$ cat src/verilog/sar_adc_pkg.sv
// Package with register map, field layout and timing constants of the converter control.
package sar_adc_pkg;
    localparam int RESULT_BITS = 10;
    localparam int CHAN_COUNT = 16;
    localparam int CHAN_BITS = 4;
    // Register byte offsets on the AXI4-Lite bus.
    localparam logic [3:0] ADDR_CSR = 4'h0;
    localparam logic [3:0] ADDR_HIGH = 4'h4;
    localparam logic [3:0] ADDR_LOW = 4'h8;
    localparam logic [3:0] ADDR_IRQ_STATUS = 4'hc;
    // Interrupt enable and clear registers share the status layout.
    localparam logic [4:0] ADDR_IRQ_ENABLE = 5'h10;
    localparam logic [4:0] ADDR_IRQ_CLEAR = 5'h14;
    // Control/status register fields.
    localparam int CSR_EOC = 7;
    localparam int CSR_SPEED = 6;
    localparam int CSR_ON = 5;
    localparam int CSR_CH_LSB = 0;
    localparam logic [7:0] CSR_RESET = 8'h00;
    localparam logic [7:0] RESULT_HIGH_RESET = 8'h00;
    localparam logic [1:0] RESULT_LOW_RESET = 2'h0;
    // Interrupt status bits: end of conversion, aborted conversion.
    localparam int IRQ_BITS = 2;
    localparam int IRQ_EOC = 0;
    localparam int IRQ_ABORT = 1;
    // Converter clock: cpu clock divided by 4 (speed 0) or 2 (speed 1).
    localparam logic [1:0] DIV_SLOW = 2'h3;
    localparam logic [1:0] DIV_FAST = 2'h1;
    // Last sample count; the sample phase lasts SAMPLE_STEPS + 1 converter clock steps.
    localparam logic [3:0] SAMPLE_STEPS = 4'h3;
    localparam logic [1:0] AXI_OKAY = 2'h0;
    localparam logic [1:0] AXI_SLVERR = 2'h2;
    typedef enum {ST_OFF, ST_SAMPLE, ST_CONVERT} seq_state_t;
endpackage

$ cat src/verilog/sar_step_if.sv
// Interface between the control logic and the successive-approximation step engine.
`timescale 1ns/1ps
interface sar_step_if;
    logic start;
    logic abort;
    logic step;
    logic comp_above;
    logic [9:0] trial;
    logic [9:0] result;
    logic done;
    modport ctrl (output start, output abort, output step, output comp_above,
        input trial, input result, input done);
    modport engine (input start, input abort, input step, input comp_above,
        output trial, output result, output done);
endinterface

$ cat src/verilog/sar_step_engine.sv
// Successive-approximation search, one bit per step pulse from the control logic.
`timescale 1ns/1ps
module sar_step_engine #(
    parameter int WIDTH = 10
) (
    // Clock and reset
    input wire logic aclk,
    input wire logic aresetn,
    // Control side
    sar_step_if.engine sar
);
    import sar_adc_pkg::*;

    logic [WIDTH-1:0] bit_mask;
    logic [WIDTH-1:0] kept;
    logic busy;

    // Present trial level is the kept bits plus the bit under test.
    assign sar.trial = kept | bit_mask;

    always_ff @(posedge aclk) begin
        if (!aresetn || sar.abort) begin
            bit_mask <= '0;
            kept <= '0;
            busy <= 1'b0;
        end else if (sar.start) begin
            bit_mask <= {1'b1, {(WIDTH-1){1'b0}}};
            kept <= '0;
            busy <= 1'b1;
        end else if (busy && sar.step) begin
            // A bit is kept when the input is not below the trial level.
            if (sar.comp_above) begin
                kept <= kept | bit_mask;
            end
            bit_mask <= bit_mask >> 1;
            if (bit_mask[0]) begin
                busy <= 1'b0;
            end
        end
    end

    always_ff @(posedge aclk) begin
        if (!aresetn || sar.abort || sar.start) begin
            sar.done <= 1'b0;
        end else begin
            sar.done <= busy && sar.step && bit_mask[0];
        end
    end

    // Final result includes the decision on the last bit.
    assign sar.result = (sar.comp_above) ? (kept | bit_mask) : kept;
endmodule

$ cat src/verilog/sar_adc_control.sv
// Control logic of a 10-bit successive-approximation converter with AXI4-Lite registers.
//
// Notes on behaviour
// - Each conversion yields a 10-bit result by successive approximation after sampling.
// - Any of 16 analog inputs is routed through the multiplexer to sampling.
// - Input above high reference gives all-ones result, no overflow flag.
// - Input below low reference gives zero in both result registers.
// - Setting the on bit starts continuous back-to-back conversions while it stays set.
// - Each finished conversion loads the result registers and sets end-of-conversion.
// - End-of-conversion clears on a high result read or any control write.
// - Results are never locked; each conversion overwrites both result registers.
// - Changing channel mid-conversion aborts it, clears the flag, restarts new channel.
// - Analog pins stay readable as digital inputs; software leaves them plain inputs.
// - High result holds bits 9..2; low holds bits 1..0, upper bits zero.
// - Clearing the on bit disables the converter and stops conversion.
// - Channel code maps directly to input index 0 through 15.
`timescale 1ns/1ps
module sar_adc_control #(
    parameter int CHANNELS = sar_adc_pkg::CHAN_COUNT
) (
    // Clock and reset
    input wire logic aclk,
    input wire logic aresetn,
    // AXI4-Lite write address
    input wire logic [31:0] s_axi_awaddr,
    input wire logic s_axi_awvalid,
    output logic s_axi_awready,
    // AXI4-Lite write data
    input wire logic [31:0] s_axi_wdata,
    input wire logic [3:0] s_axi_wstrb,
    input wire logic s_axi_wvalid,
    output logic s_axi_wready,
    // AXI4-Lite write response
    output logic [1:0] s_axi_bresp,
    output logic s_axi_bvalid,
    input wire logic s_axi_bready,
    // AXI4-Lite read address
    input wire logic [31:0] s_axi_araddr,
    input wire logic s_axi_arvalid,
    output logic s_axi_arready,
    // AXI4-Lite read data
    output logic [31:0] s_axi_rdata,
    output logic [1:0] s_axi_rresp,
    output logic s_axi_rvalid,
    input wire logic s_axi_rready,
    // Analog front end
    output logic [sar_adc_pkg::CHAN_BITS-1:0] analog_input_pin_select,
    output logic front_end_enable,
    output logic sample_hold,
    output logic [sar_adc_pkg::RESULT_BITS-1:0] dac_trial,
    input wire logic comparator_above,
    // Digital view of the analog pins
    input wire logic [CHANNELS-1:0] analog_input_pin,
    output logic [CHANNELS-1:0] analog_input_pin_level,
    // Interrupt
    output logic irq
);
    import sar_adc_pkg::*;

    sar_step_if sar ();

    seq_state_t state;
    logic [7:0] conv_ctrl_status_reg;
    logic eoc_flag;
    logic [6:0] csr_fields;
    logic [1:0] settle;
    logic [7:0] result_high_reg;
    logic [1:0] result_low_reg;
    logic [IRQ_BITS-1:0] irq_status;
    logic [IRQ_BITS-1:0] irq_enable;
    logic [1:0] div_count;
    logic conv_tick;
    logic [3:0] sample_count;
    logic comp_meta;
    logic comp_sync;
    logic [CHANNELS-1:0] pin_meta;
    logic [CHANNELS-1:0] pin_sync;

    // Bus bookkeeping.
    logic aw_held;
    logic w_held;
    logic [31:0] aw_addr;
    logic [31:0] w_data;
    logic [3:0] w_strb;
    logic write_go;
    logic read_go;
    logic csr_write;
    logic high_read;
    logic [7:0] next_csr;
    logic channel_change;
    logic conv_on;
    logic eoc_set;
    logic abort_event;

    // Converter clock divider.
    always_ff @(posedge aclk) begin
        if (!aresetn || !conv_on) begin
            div_count <= '0;
        end else if (conv_tick) begin
            div_count <= '0;
        end else begin
            div_count <= div_count + 2'h1;
        end
    end
    assign conv_tick = conv_on && (div_count ==
        (conv_ctrl_status_reg[CSR_SPEED] ? DIV_FAST : DIV_SLOW));

    // Comparator and pin levels come from outside the clock domain.
    always_ff @(posedge aclk) begin
        if (!aresetn) begin
            comp_meta <= 1'b0;
            comp_sync <= 1'b0;
            pin_meta <= '0;
            pin_sync <= '0;
        end else begin
            comp_meta <= comparator_above;
            comp_sync <= comp_meta;
            pin_meta <= analog_input_pin;
            pin_sync <= pin_meta;
        end
    end
    assign analog_input_pin_level = pin_sync;

    // AXI4-Lite write channel: address and data taken in either order.
    assign s_axi_awready = !aw_held && !s_axi_bvalid;
    assign s_axi_wready = !w_held && !s_axi_bvalid;
    assign write_go = aw_held && w_held && !s_axi_bvalid;

    always_ff @(posedge aclk) begin
        if (!aresetn) begin
            aw_held <= 1'b0;
            w_held <= 1'b0;
            aw_addr <= '0;
            w_data <= '0;
            w_strb <= '0;
            s_axi_bvalid <= 1'b0;
            s_axi_bresp <= AXI_OKAY;
        end else begin
            if (s_axi_awvalid && s_axi_awready) begin
                aw_held <= 1'b1;
                aw_addr <= s_axi_awaddr;
            end
            if (s_axi_wvalid && s_axi_wready) begin
                w_held <= 1'b1;
                w_data <= s_axi_wdata;
                w_strb <= s_axi_wstrb;
            end
            if (write_go) begin
                aw_held <= 1'b0;
                w_held <= 1'b0;
                s_axi_bvalid <= 1'b1;
                s_axi_bresp <= (aw_addr[31:5] == '0 && aw_addr[1:0] == 2'h0 &&
                    (aw_addr[4:0] == {1'b0, ADDR_CSR} ||
                     aw_addr[4:0] == ADDR_IRQ_ENABLE ||
                     aw_addr[4:0] == ADDR_IRQ_CLEAR)) ? AXI_OKAY : AXI_SLVERR;
            end else if (s_axi_bready) begin
                s_axi_bvalid <= 1'b0;
            end
        end
    end

    assign csr_write = write_go && aw_addr[31:0] == {28'h0, ADDR_CSR} && w_strb[0];
    // Reserved bit 4 and the flag are not writable.
    assign next_csr = {conv_ctrl_status_reg[CSR_EOC], w_data[CSR_SPEED], w_data[CSR_ON],
        1'b0, w_data[3:0]};
    assign channel_change = csr_write &&
        next_csr[3:0] != conv_ctrl_status_reg[3:0] && next_csr[CSR_ON];

    // AXI4-Lite read channel.
    assign s_axi_arready = !s_axi_rvalid;
    assign read_go = s_axi_arvalid && s_axi_arready;
    assign high_read = read_go && s_axi_araddr == {28'h0, ADDR_HIGH};

    always_ff @(posedge aclk) begin
        if (!aresetn) begin
            s_axi_rvalid <= 1'b0;
            s_axi_rdata <= '0;
            s_axi_rresp <= AXI_OKAY;
        end else if (read_go) begin
            s_axi_rvalid <= 1'b1;
            s_axi_rresp <= AXI_OKAY;
            case (s_axi_araddr)
                {28'h0, ADDR_CSR}: s_axi_rdata <= {24'h0, conv_ctrl_status_reg};
                {28'h0, ADDR_HIGH}: s_axi_rdata <= {24'h0, result_high_reg};
                {28'h0, ADDR_LOW}: s_axi_rdata <= {30'h0, result_low_reg};
                {28'h0, ADDR_IRQ_STATUS}: s_axi_rdata <= {30'h0, irq_status};
                {27'h0, ADDR_IRQ_ENABLE}: s_axi_rdata <= {30'h0, irq_enable};
                {27'h0, ADDR_IRQ_CLEAR}: s_axi_rdata <= '0;
                default: begin
                    s_axi_rdata <= '0;
                    s_axi_rresp <= AXI_SLVERR;
                end
            endcase
        end else if (s_axi_rready) begin
            s_axi_rvalid <= 1'b0;
        end
    end

    // Control/status register fields held by software.
    always_ff @(posedge aclk) begin
        if (!aresetn) begin
            csr_fields <= CSR_RESET[6:0];
        end else if (csr_write) begin
            csr_fields <= next_csr[6:0];
        end
    end
    assign conv_ctrl_status_reg = {eoc_flag, csr_fields};
    assign conv_on = conv_ctrl_status_reg[CSR_ON];

    // End-of-conversion flag: a completing conversion wins over a clearing access.
    always_ff @(posedge aclk) begin
        if (!aresetn) begin
            eoc_flag <= CSR_RESET[CSR_EOC];
        end else if (eoc_set) begin
            eoc_flag <= 1'b1;
        end else if (high_read || csr_write) begin
            eoc_flag <= 1'b0;
        end
    end

    // Sequencer: sample, then resolve, then start over while on.
    assign abort_event = channel_change && state == ST_CONVERT;
    always_ff @(posedge aclk) begin
        if (!aresetn || !conv_on) begin
            state <= ST_OFF;
            sample_count <= '0;
        end else if (channel_change) begin
            state <= ST_SAMPLE;
            sample_count <= '0;
        end else begin
            case (state)
                ST_OFF: begin
                    state <= ST_SAMPLE;
                    sample_count <= '0;
                end
                ST_SAMPLE: begin
                    if (conv_tick) begin
                        if (sample_count == SAMPLE_STEPS) begin
                            state <= ST_CONVERT;
                        end else begin
                            sample_count <= sample_count + 4'h1;
                        end
                    end
                end
                ST_CONVERT: begin
                    if (sar.done) begin
                        state <= ST_SAMPLE;
                        sample_count <= '0;
                    end
                end
                default: state <= ST_OFF;
            endcase
        end
    end

    assign sar.start = state == ST_SAMPLE && conv_tick && sample_count == SAMPLE_STEPS &&
        !channel_change;
    assign sar.abort = !conv_on || channel_change;
    // The trial output register and the comparator synchroniser add three cycles, so a
    // step waits for that settling; at the fast clock this costs every other tick.
    always_ff @(posedge aclk) begin
        if (!aresetn || sar.start || sar.step) begin
            settle <= 2'h0;
        end else if (settle != 2'h3) begin
            settle <= settle + 2'h1;
        end
    end
    assign sar.step = conv_tick && state == ST_CONVERT && settle == 2'h3;
    assign sar.comp_above = comp_sync;
    assign eoc_set = sar.done && !channel_change && conv_on;

    sar_step_engine #(
        .WIDTH(RESULT_BITS)
    ) engine (
        .aclk(aclk),
        .aresetn(aresetn),
        .sar(sar)
    );

    // Result registers are overwritten by every completed conversion.
    // A saturated comparator yields all ones or all zeros naturally.
    always_ff @(posedge aclk) begin
        if (!aresetn) begin
            result_high_reg <= RESULT_HIGH_RESET;
            result_low_reg <= RESULT_LOW_RESET;
        end else if (eoc_set) begin
            result_high_reg <= sar.result[9:2];
            result_low_reg <= sar.result[1:0];
        end
    end

    // The engine decides the last bit on the step that raises done, so keep its result.
    // Front end drive.
    always_ff @(posedge aclk) begin
        if (!aresetn) begin
            analog_input_pin_select <= '0;
            front_end_enable <= 1'b0;
            sample_hold <= 1'b0;
            dac_trial <= '0;
        end else begin
            analog_input_pin_select <= conv_ctrl_status_reg[3:0];
            front_end_enable <= conv_on;
            sample_hold <= state == ST_SAMPLE;
            dac_trial <= sar.trial;
        end
    end

    // Interrupt status: set wins over clear.
    always_ff @(posedge aclk) begin
        if (!aresetn) begin
            irq_status <= '0;
            irq_enable <= '0;
        end else begin
            irq_status <= (irq_status & ~((write_go && aw_addr == {27'h0, ADDR_IRQ_CLEAR})
                ? w_data[IRQ_BITS-1:0] : '0)) | {abort_event, eoc_set};
            if (write_go && aw_addr == {27'h0, ADDR_IRQ_ENABLE}) begin
                irq_enable <= w_data[IRQ_BITS-1:0];
            end
        end
    end
    assign irq = |(irq_status & irq_enable);
endmodule

$ cat config.mk
export PLATFORM = sky130hd
export DESIGN_NAME = sar_adc_control
export DESIGN_NICKNAME = d
export VERILOG_FILES = /design/src/verilog/sar_adc_pkg.sv /design/src/verilog/sar_step_if.sv /design/src/verilog/sar_step_engine.sv /design/src/verilog/sar_adc_control.sv
export SDC_FILE = /design/constraint.sdc
export NUM_CORES = 1
export LEC_CHECK = 0
export BUFFER_PORTS_ARGS = -buffer_cell sky130_fd_sc_hd__buf_2
export CAP_MARGIN = 5
export CORE_MARGIN = 8
export CORE_UTILIZATION = 51
export DETAILED_ROUTE_END_ITERATION = 7
export PLACE_DENSITY = 0.92
export SETUP_SLACK_MARGIN = 0.1
export SLEW_MARGIN = 20
export SYNTH_ARGS = -nofsm -noshare
export SYNTH_HDL_FRONTEND = slang
export SYNTH_SLANG_ARGS = --single-unit
$ cat constraint.sdc
create_clock -name aclk -period 2 [get_ports aclk]
set_clock_uncertainty 0.1 [all_clocks]
set_input_delay 0.3 -clock aclk [delete_from_list [all_inputs] [get_ports aclk]]
set_output_delay 0.3 -clock aclk [all_outputs]
set_load 0.01 [all_outputs]
==> summary.txt, run 1 <==
Worst setup path
  • Buf+Inv Stages, Crit Path: 2
  • CP cell instances: xnor2_1, nor2_1, nand3_1, nand3b_1, buf_6, buf_12, nor2_1
  • Crit start category: flip-flop
  • Crit path largest cell delay: 0.38 ns
  • Crit path required time: 2.20 ns
  • Critical Path AT: 2.17 ns
  • Critical-path top delay cell: dfxtp_1
  • CP endpoint kind: flip-flop
  • Setup Crit Path Kind: flip-flop to flip-flop
  • Most frequent CP cell: nor2_1
  • CP max FO: 5
  • Top delay family on crit path: simple AND/OR/NAND/NOR gates

Die
  • Die Width: 126 um
  • I/O pins: 198
  • Initial Util: 51.8%
  • DIE AREA: 15800 um^2
  • CORE AREA: 11900 um^2
  • Die height: 126 um
  • Cell row count: 40

Route
  • Remaining antenna violation count: 0
  • DRC: 0
  • Drt pass-1 iters: 6
  • Initial DRC count: 294
  • Avg Vias per Cell: 5.25
  • Routed len/inst: 17.2 um
  • DRT Wirelength: 16.9 mm
  • Detailed-route via count: 5153

Clock network
  • H-tree levels: 4
  • CTS tree: yes
  • CTS Buffer Depth: 2
  • Sink Count: 156
  • CTS clock-pin slew for the worst setup and hold paths: 0.06 ns
  • Clock root buffer: clkbuf_16
  • Worst-skew pair later-pin latency: 0.42 ns
  • CTS Buf Count: 17

Global route
  • Global-route wire length before repair: 25.4 mm
  • Total global routing track utilization: 19.8%
  • Remaining Overflow, GRT: 0
  • Antenna violations before repair: 0
  • Vias in the first global route: 5243
  • Largest net degree at the start of global routing: 49

STA
  • Least-Margin Pin Slew: 0.525 ns
  • Maximum clock rate: 0.509 GHz
  • Hold Fails Final Rpt: 0
  • Max-slew violation count: 0
  • Final Cycle Share: 98.3%
  • RSZ-0062 raised after global routing: yes
  • Final min period: 1.97 ns
  • Final setup vio count: 0
  • Max_slew headroom: 64.8%
  • PnR worst setup slack: 0.0342 ns

Synth
  • Synth cell types: 49
  • Mapped Avg Cell Area: 9.72 um^2
  • Dominant cells by area after synthesis: dfxtp_1 (51%), nand2_1 (5.8%), mux2i_1 (5.7%), a21boi_0 (4.6%), and2_1 (4.2%)
  • Synth area leader: dfxtp_1
  • Post-Syn Area: 6140 um^2
  • Most numerous cell in the Yosys netlist: dfxtp_1
  • Post-synth top cells: dfxtp_1 (156), nand2_1 (95), and2_1 (41), a21boi_0 (38), mux2i_1 (35)
  • Seq/Total Area, Yosys: 50.9%
  • Synth Flop Type: dfxtp_1
  • Mapped Cells: 632
  • Register bit count reported by yosys: 156
  • Post-synth EDFFs: 0
  • Syn. warnings: 0
  • Top-area cell type share of the netlist area: 50.9%
  • Async SR Flop Fraction: 0%

Pwr
  • Pwr Total: 7.20 mW
  • Pleak: 3.65 nW
  • P per Cell Area: 867 nW/um^2
  • Worst VDD drop: 650 uV

Job
  • Max-cap violations: 0

Cells and area
  • Fill count: 840
  • Max FFs per register: 32
  • Area of the multi-input gates: 3030 um^2
  • Reg area: 3140 um^2
  • Area Overhead vs Synth: 35.2%
  • # nets final: 949
  • Top reg by flops: aw_addr
  • Ant diodes: 0
  • Layout cell share with drive strength beyond 1: 34.1%

Place
  • Port Buffers: 142
  • Routability-driven placement congestion ratio: 0.816
  • Setup WS pre-CTS: -0.0494 ns
  • HPWL Detailed: 10.8 mm

Min path
  • Worst hold path class: input port to flip-flop

Outcome
  • Outcome: complete, no violations
==> cell usage in the layout, fill, tap and decap left out, drive strengths merged, types with 6 or more instances in the layout <==
cell and n:
a21boi 38, a21o 11, a21oi 19, a22oi 8, and2 41, buf 183, clkbuf 26, conb 26
dfxtp 156, dlygate4sd3 17, inv 10, mux2i 35, nand2 95, nand3 8, nor2 33, nor2b 23
nor3 7, nor3b 6, nor4 19, o21a 11, o21ai 8, xor2 6
==> worst reg2reg max path, stage by stage, from the launching register on <==
cell and delay [ns]:
dfxtp_1 0.38, xnor2_1 0.15, nor2_1 0.32, nand3_1 0.34
nand3b_1 0.21, buf_6 0.17, buf_12 0.15, nor2_1 0.06
==> layout make-up <==
cell class	count	share of cell area, %
clock buffers	23	5.64
clock inverters	8	1.69
inverters	10	0.452
flip-flops and latches	156	37.8
multi-input cells	435	36.5
well taps	147	2.22
repair buffers	203	15.7
==> repair_timing <==
action                                  CTS  global route
endpoints found under the hold margin    16             1
gates cloned                              0             4
buffers inserted                          3             8
hold buffers                             16             1
pin swaps                                 6            27
endpoints found under the setup margin   46            52
gates resized for setup                   6            70
==> routing by layer <==
layer / wire length [um] / global-route usage (%)
met1: 6160 / 20.6
met2: 9070 / 36.0
met3: 1100 / 6.24
met4: 586 / 8.85
met5: 0 / 0
==> power by group <==
part,internal (mW),leakage [nW],switching [mW],total (mW)
registers,3.21,1.28,0.0740,3.29
clock network,2.14,0.301,1.18,3.31
logic,0.286,2.08,0.308,0.594
total,5.64,3.65,1.56,7.20
==> metrics by stage <==
| stage | utilization [%] | hold slack, ns | TNS [ns] | cells | area [um^2] |
|---|---|---|---|---|---|
| floorplan | - | 0.312 | 0 | 657 | 6230 |
| CTS | 66.4 | 0.00120 | 0 | 969 | 7870 |
| global placement | 59.5 | 0.313 | 0 | 919 | 7060 |
| finish | 70.0 | 0.0219 | 0 | 982 | 8300 |
| global route | 70.0 | 0.0186 | -1.05 | 982 | 8300 |
| detailed placement | 59.5 | 0.322 | -0.217 | 919 | 7060 |
==> logic make-up after synthesis <==
kind of cell / count (synthesis) / synth area share [%]
xor gates and xnor gates: 9 / 1.28
buffers and inverters: 66 / 5.83
adders and majority gates: 2 / 0.407
DFF: 156 / 50.9
and+or+nand+nor: 258 / 23.4
muxes: 37 / 6.44
AOI/OAI and AO/OA: 103 / 11.8
other: 1 / 0.0611
==> path summary, 6_finish.rpt <==
check	end	cells after the start	start	slack, ns
worst min register to register	analog_input_pin_level[15]$_SDFF_PN0_	1	pin_meta[15]$_SDFF_PN0_	0.33
worst max register to register	engine.kept[2]$_SDFFE_PP0P_	7	csr_fields[6]$_SDFFE_PN0P_	0.03
worst min-delay path	aw_addr[22]$_SDFFE_PN0P_	3	s_axi_awaddr[22]	0.02
worst max-delay path	engine.kept[2]$_SDFFE_PP0P_	7	csr_fields[6]$_SDFFE_PN0P_	0.03
Note: power is estimated with default switching activity, not from simulation.
==> run 2, diff against run 1 <==
PLACE_DENSITY = 0.85   (was 0.92)
==> run 2 against run 1 <==
Effect of this change:
- non-clock buffer count down 10
- clock power down 4%
- wire length down 7.3%
- clock-buffer cell count down 6
- register-to-register slack better by 0.02 ns
- via count down 4.5%
- first-iteration DRC count up 7.8%
- critical path depth unchanged
- sequential share of layout area up 1.6 points
- die area unchanged
- utilization down 2.9 points
- critical path type unchanged
- critical endpoint is now engine.bit_mask[8]$_SDFFE_PP0P_
- largest power group is now sequential cells
==> summary.txt, run 2 (same netlist as run 1, synthesis figures left out) <==
Route
  • DRC: 0 (unchanged)
  • Avg Vias per Cell: 5.06 (-3.7%)
  • DRT Wirelength: 15.7 mm (-7.3%)
  • Remaining antenna violation count: 0 (unchanged)
  • Detailed-route via count: 4919 (-4.5%)
  • Initial DRC count: 317 (+7.8%)
  • Routed len/inst: 16.1 um (-6.5%)
  • Drt pass-1 iters: 4 (-2)

Pwr
  • Sw power: 1.69 mW (+8.5%)
  • Worst VDD drop: 622 uV (-4.3%)
  • Pleak: 3.55 nW (-2.8%)
  • Pint: 5.35 mW (-5.2%)
  • Comb power frac: 8.1% (-0.2 points)
  • Clock power frac: 45.4% (-0.7 points)
  • Pwr Total: 7.04 mW (-2.2%)
  • P per Cell Area: 884 nW/um^2 (+2.0%)
  • Sequential power share: 46.6% (+0.9 points)
  • Sw frac: 24.0% (+2.4 points)

Cells and area
  • Area Overhead vs Synth: 29.5%
  • Layout cell share with drive strength beyond 1: 29.8% (-4.3 points)
  • Most frequent cells in the layout: dfxtp_1 (151), buf_2 (142), nand2_1 (95), and2_1 (41), a21boi_0 (37)
  • Most common cell after layout, fill and taps aside: dfxtp_1
  • Fin cells: 973 (-0.92%)
  • Top reg by flops: aw_addr
  • Ant diodes: 0 (unchanged)
  • # nets final: 939 (-1.1%)
  • Max FFs per register: 32 (unchanged)

STA
  • Setup TNS: 0 ns (unchanged)
  • Hold Fails Final Rpt: 0 (unchanged)
  • Final min period: 1.95 ns (-0.0189 ns)
  • RSZ-0062 raised after global routing: yes
  • Maximum clock rate: 0.514 GHz (+0.97%)
  • Final setup vio count: 0 (unchanged)
  • PnR worst setup slack: 0.0531 ns (+0.0189 ns)
  • Final Cycle Share: 97.3% (-0.94 points)
  • Min Hold Slack: 0.00720 ns (-0.0147 ns)
  • Max-slew violation count: 0 (unchanged)

Clock network
  • CTS clock-pin slew for the worst setup and hold paths: 0.06 ns (about the same)
  • CTS tree: yes
  • CTS Buffer Depth: 2 (unchanged)
  • H-tree levels: 4 (unchanged)
  • Worst-skew pair later-pin latency: 0.42 ns (about the same)
  • Clock root buffer: clkbuf_16
  • Sink Count: 156 (unchanged)
  • CTS Buf Count: 17 (unchanged)

Global route
  • Antenna violations before repair: 0 (unchanged)
  • Total global routing track utilization: 19.6% (-0.28 points)
  • Remaining Overflow, GRT: 0 (unchanged)
  • Vias in the first global route: 5099 (-2.7%)
  • Global-route wire length before repair: 25.3 mm (-0.49%)
  • Largest net degree at the start of global routing: 92 (+88%)

Job
  • Max-cap violations: 0 (unchanged)

Place
  • Setup WS pre-CTS: -0.0132 ns (+0.0362 ns)
  • Port Buffers: 142 (unchanged)
  • Placed insts: 925 (+0.65%)
  • HPWL Detailed: 10.4 mm (-3.5%)
  • Routability-driven placement congestion ratio: 0.836 (+2.4%)

Die
  • Die height: 126 um (unchanged)
  • CORE AREA: 11900 um^2 (unchanged)
  • I/O pins: 198 (unchanged)
  • Initial Util: 51.8% (unchanged)
  • Cell row count: 40 (unchanged)
  • DIE AREA: 15800 um^2 (unchanged)
  • Die Width: 126 um (unchanged)

Min path
  • Hold path start: analog_input_pin[10]
  • Hold Path Stages: 2 (-1)
  • WHS Endpoint: pin_meta[10]$_SDFF_PN0_
  • Worst hold path class: input port to flip-flop

Worst setup path
  • CP max FO: 20 (+15)
  • CP endpoint kind: flip-flop
  • Critical Path AT: 2.16 ns (about the same)
  • Setup Crit Path Kind: flip-flop to flip-flop
  • R2R depth: 7 (unchanged)
  • Setup slack, reg-to-reg: 0.05 ns (+0.02 ns)
  • End of the worst register-to-register path: engine.bit_mask[8]$_SDFFE_PP0P_
  • Worst reg2reg startpoint: aw_addr[22]$_SDFFE_PN0P_
  • Crit start category: flip-flop
  • Crit path required time: 2.21 ns (about the same)

Outcome
  • Outcome: complete, no violations
## run 2: cell types whose count changed in the layout (fill, tap and decap cells not counted), sizes merged
cell	previous run	this run
inv	10	16
dlygate4sd3	17	13
clkinv	4	6
clkbuf	26	17
buf	183	180
clkinvlp	0	1
bufinv	4	2
## run 2: routing by layer
layer / global-route usage [%] / vias to the layer above / wire length, um
li1: - / 2461 / -
met1: 21.9 / 2293 / 6370
met2: 34.3 / 141 / 8030
met3: 5.74 / 24 / 910
met4: 7.71 / 0 / 371
met5: 0 / - / 0
## run 2: cell type report
| cell class | count | area [um^2] |
|---|---|---|
| Clock buffer | 17 | 425 |
| Clock inverter | 15 | 161 |
| Fill cell | 900 | 3910 |
| Inverter | 10 | 37.5 |
| Multi-Input combinational cell | 435 | 2840 |
| Sequential cell | 156 | 3130 |
| Tap cell | 147 | 184 |
| Timing Repair Buffer | 193 | 1170 |
## run 2: power groups by stage
stage	clock (mW)	sequential (mW)	combinational [mW]
floorplan	0	3.34	0.330
global placement	0	3.33	0.515
detailed placement	0	3.34	0.524
CTS	3.22	3.27	0.553
global route	3.35	3.29	0.633
finish	3.19	3.28	0.568
## run 2: critical path, stage by stage, from the launching register on
cell      delay [ns]
dfxtp_1         0.33
nor4_4          0.31
nand4_1         0.23
nor4_4          0.31
buf_6           0.17
nand3b_1        0.17
buf_12          0.17
nor2_1          0.06
## run 2: how the worst max path moves through the flow
stage / start / slack, ns / endpoint / depth (start not counted)
5_1_grt: aw_addr[22]$_SDFFE_PN0P_ / -0.05 / irq_status[0]$_SDFF_PN0_ / 6
4_1_cts: aw_addr[6]$_SDFFE_PN0P_ / 0.02 / eoc_flag$_SDFFE_PN0P_ / 6
3_5_place_dp: s_axi_araddr[15] / -0.01 / eoc_flag$_SDFFE_PN0P_ / 6
2_1_floorplan: s_axi_rvalid$_SDFFE_PN0P_ / 0.14 / eoc_flag$_SDFFE_PN0P_ / 5
3_3_place_gp: s_axi_araddr[15] / -0.0003 / eoc_flag$_SDFFE_PN0P_ / 6
6_report: aw_addr[22]$_SDFFE_PN0P_ / 0.05 / engine.bit_mask[8]$_SDFFE_PP0P_ / 7
## run 2: per-stage QoR
stage | area, um^2 | util [%]
2_1_floorplan | 6230 | -
3_3_place_gp | 7110 | 60.0
3_5_place_dp | 7110 | 60.0
4_1_cts | 7850 | 66.1
5_1_grt | 7960 | 67.1
6_report | 7960 | 67.1
## run 2: repair_timing
item,CTS,global route
gates resized for setup,4,20
endpoints found under the hold margin,13,0
buffers inserted,0,3
endpoints found under the setup margin,42,51
hold buffers,13,0
pin swaps,3,11
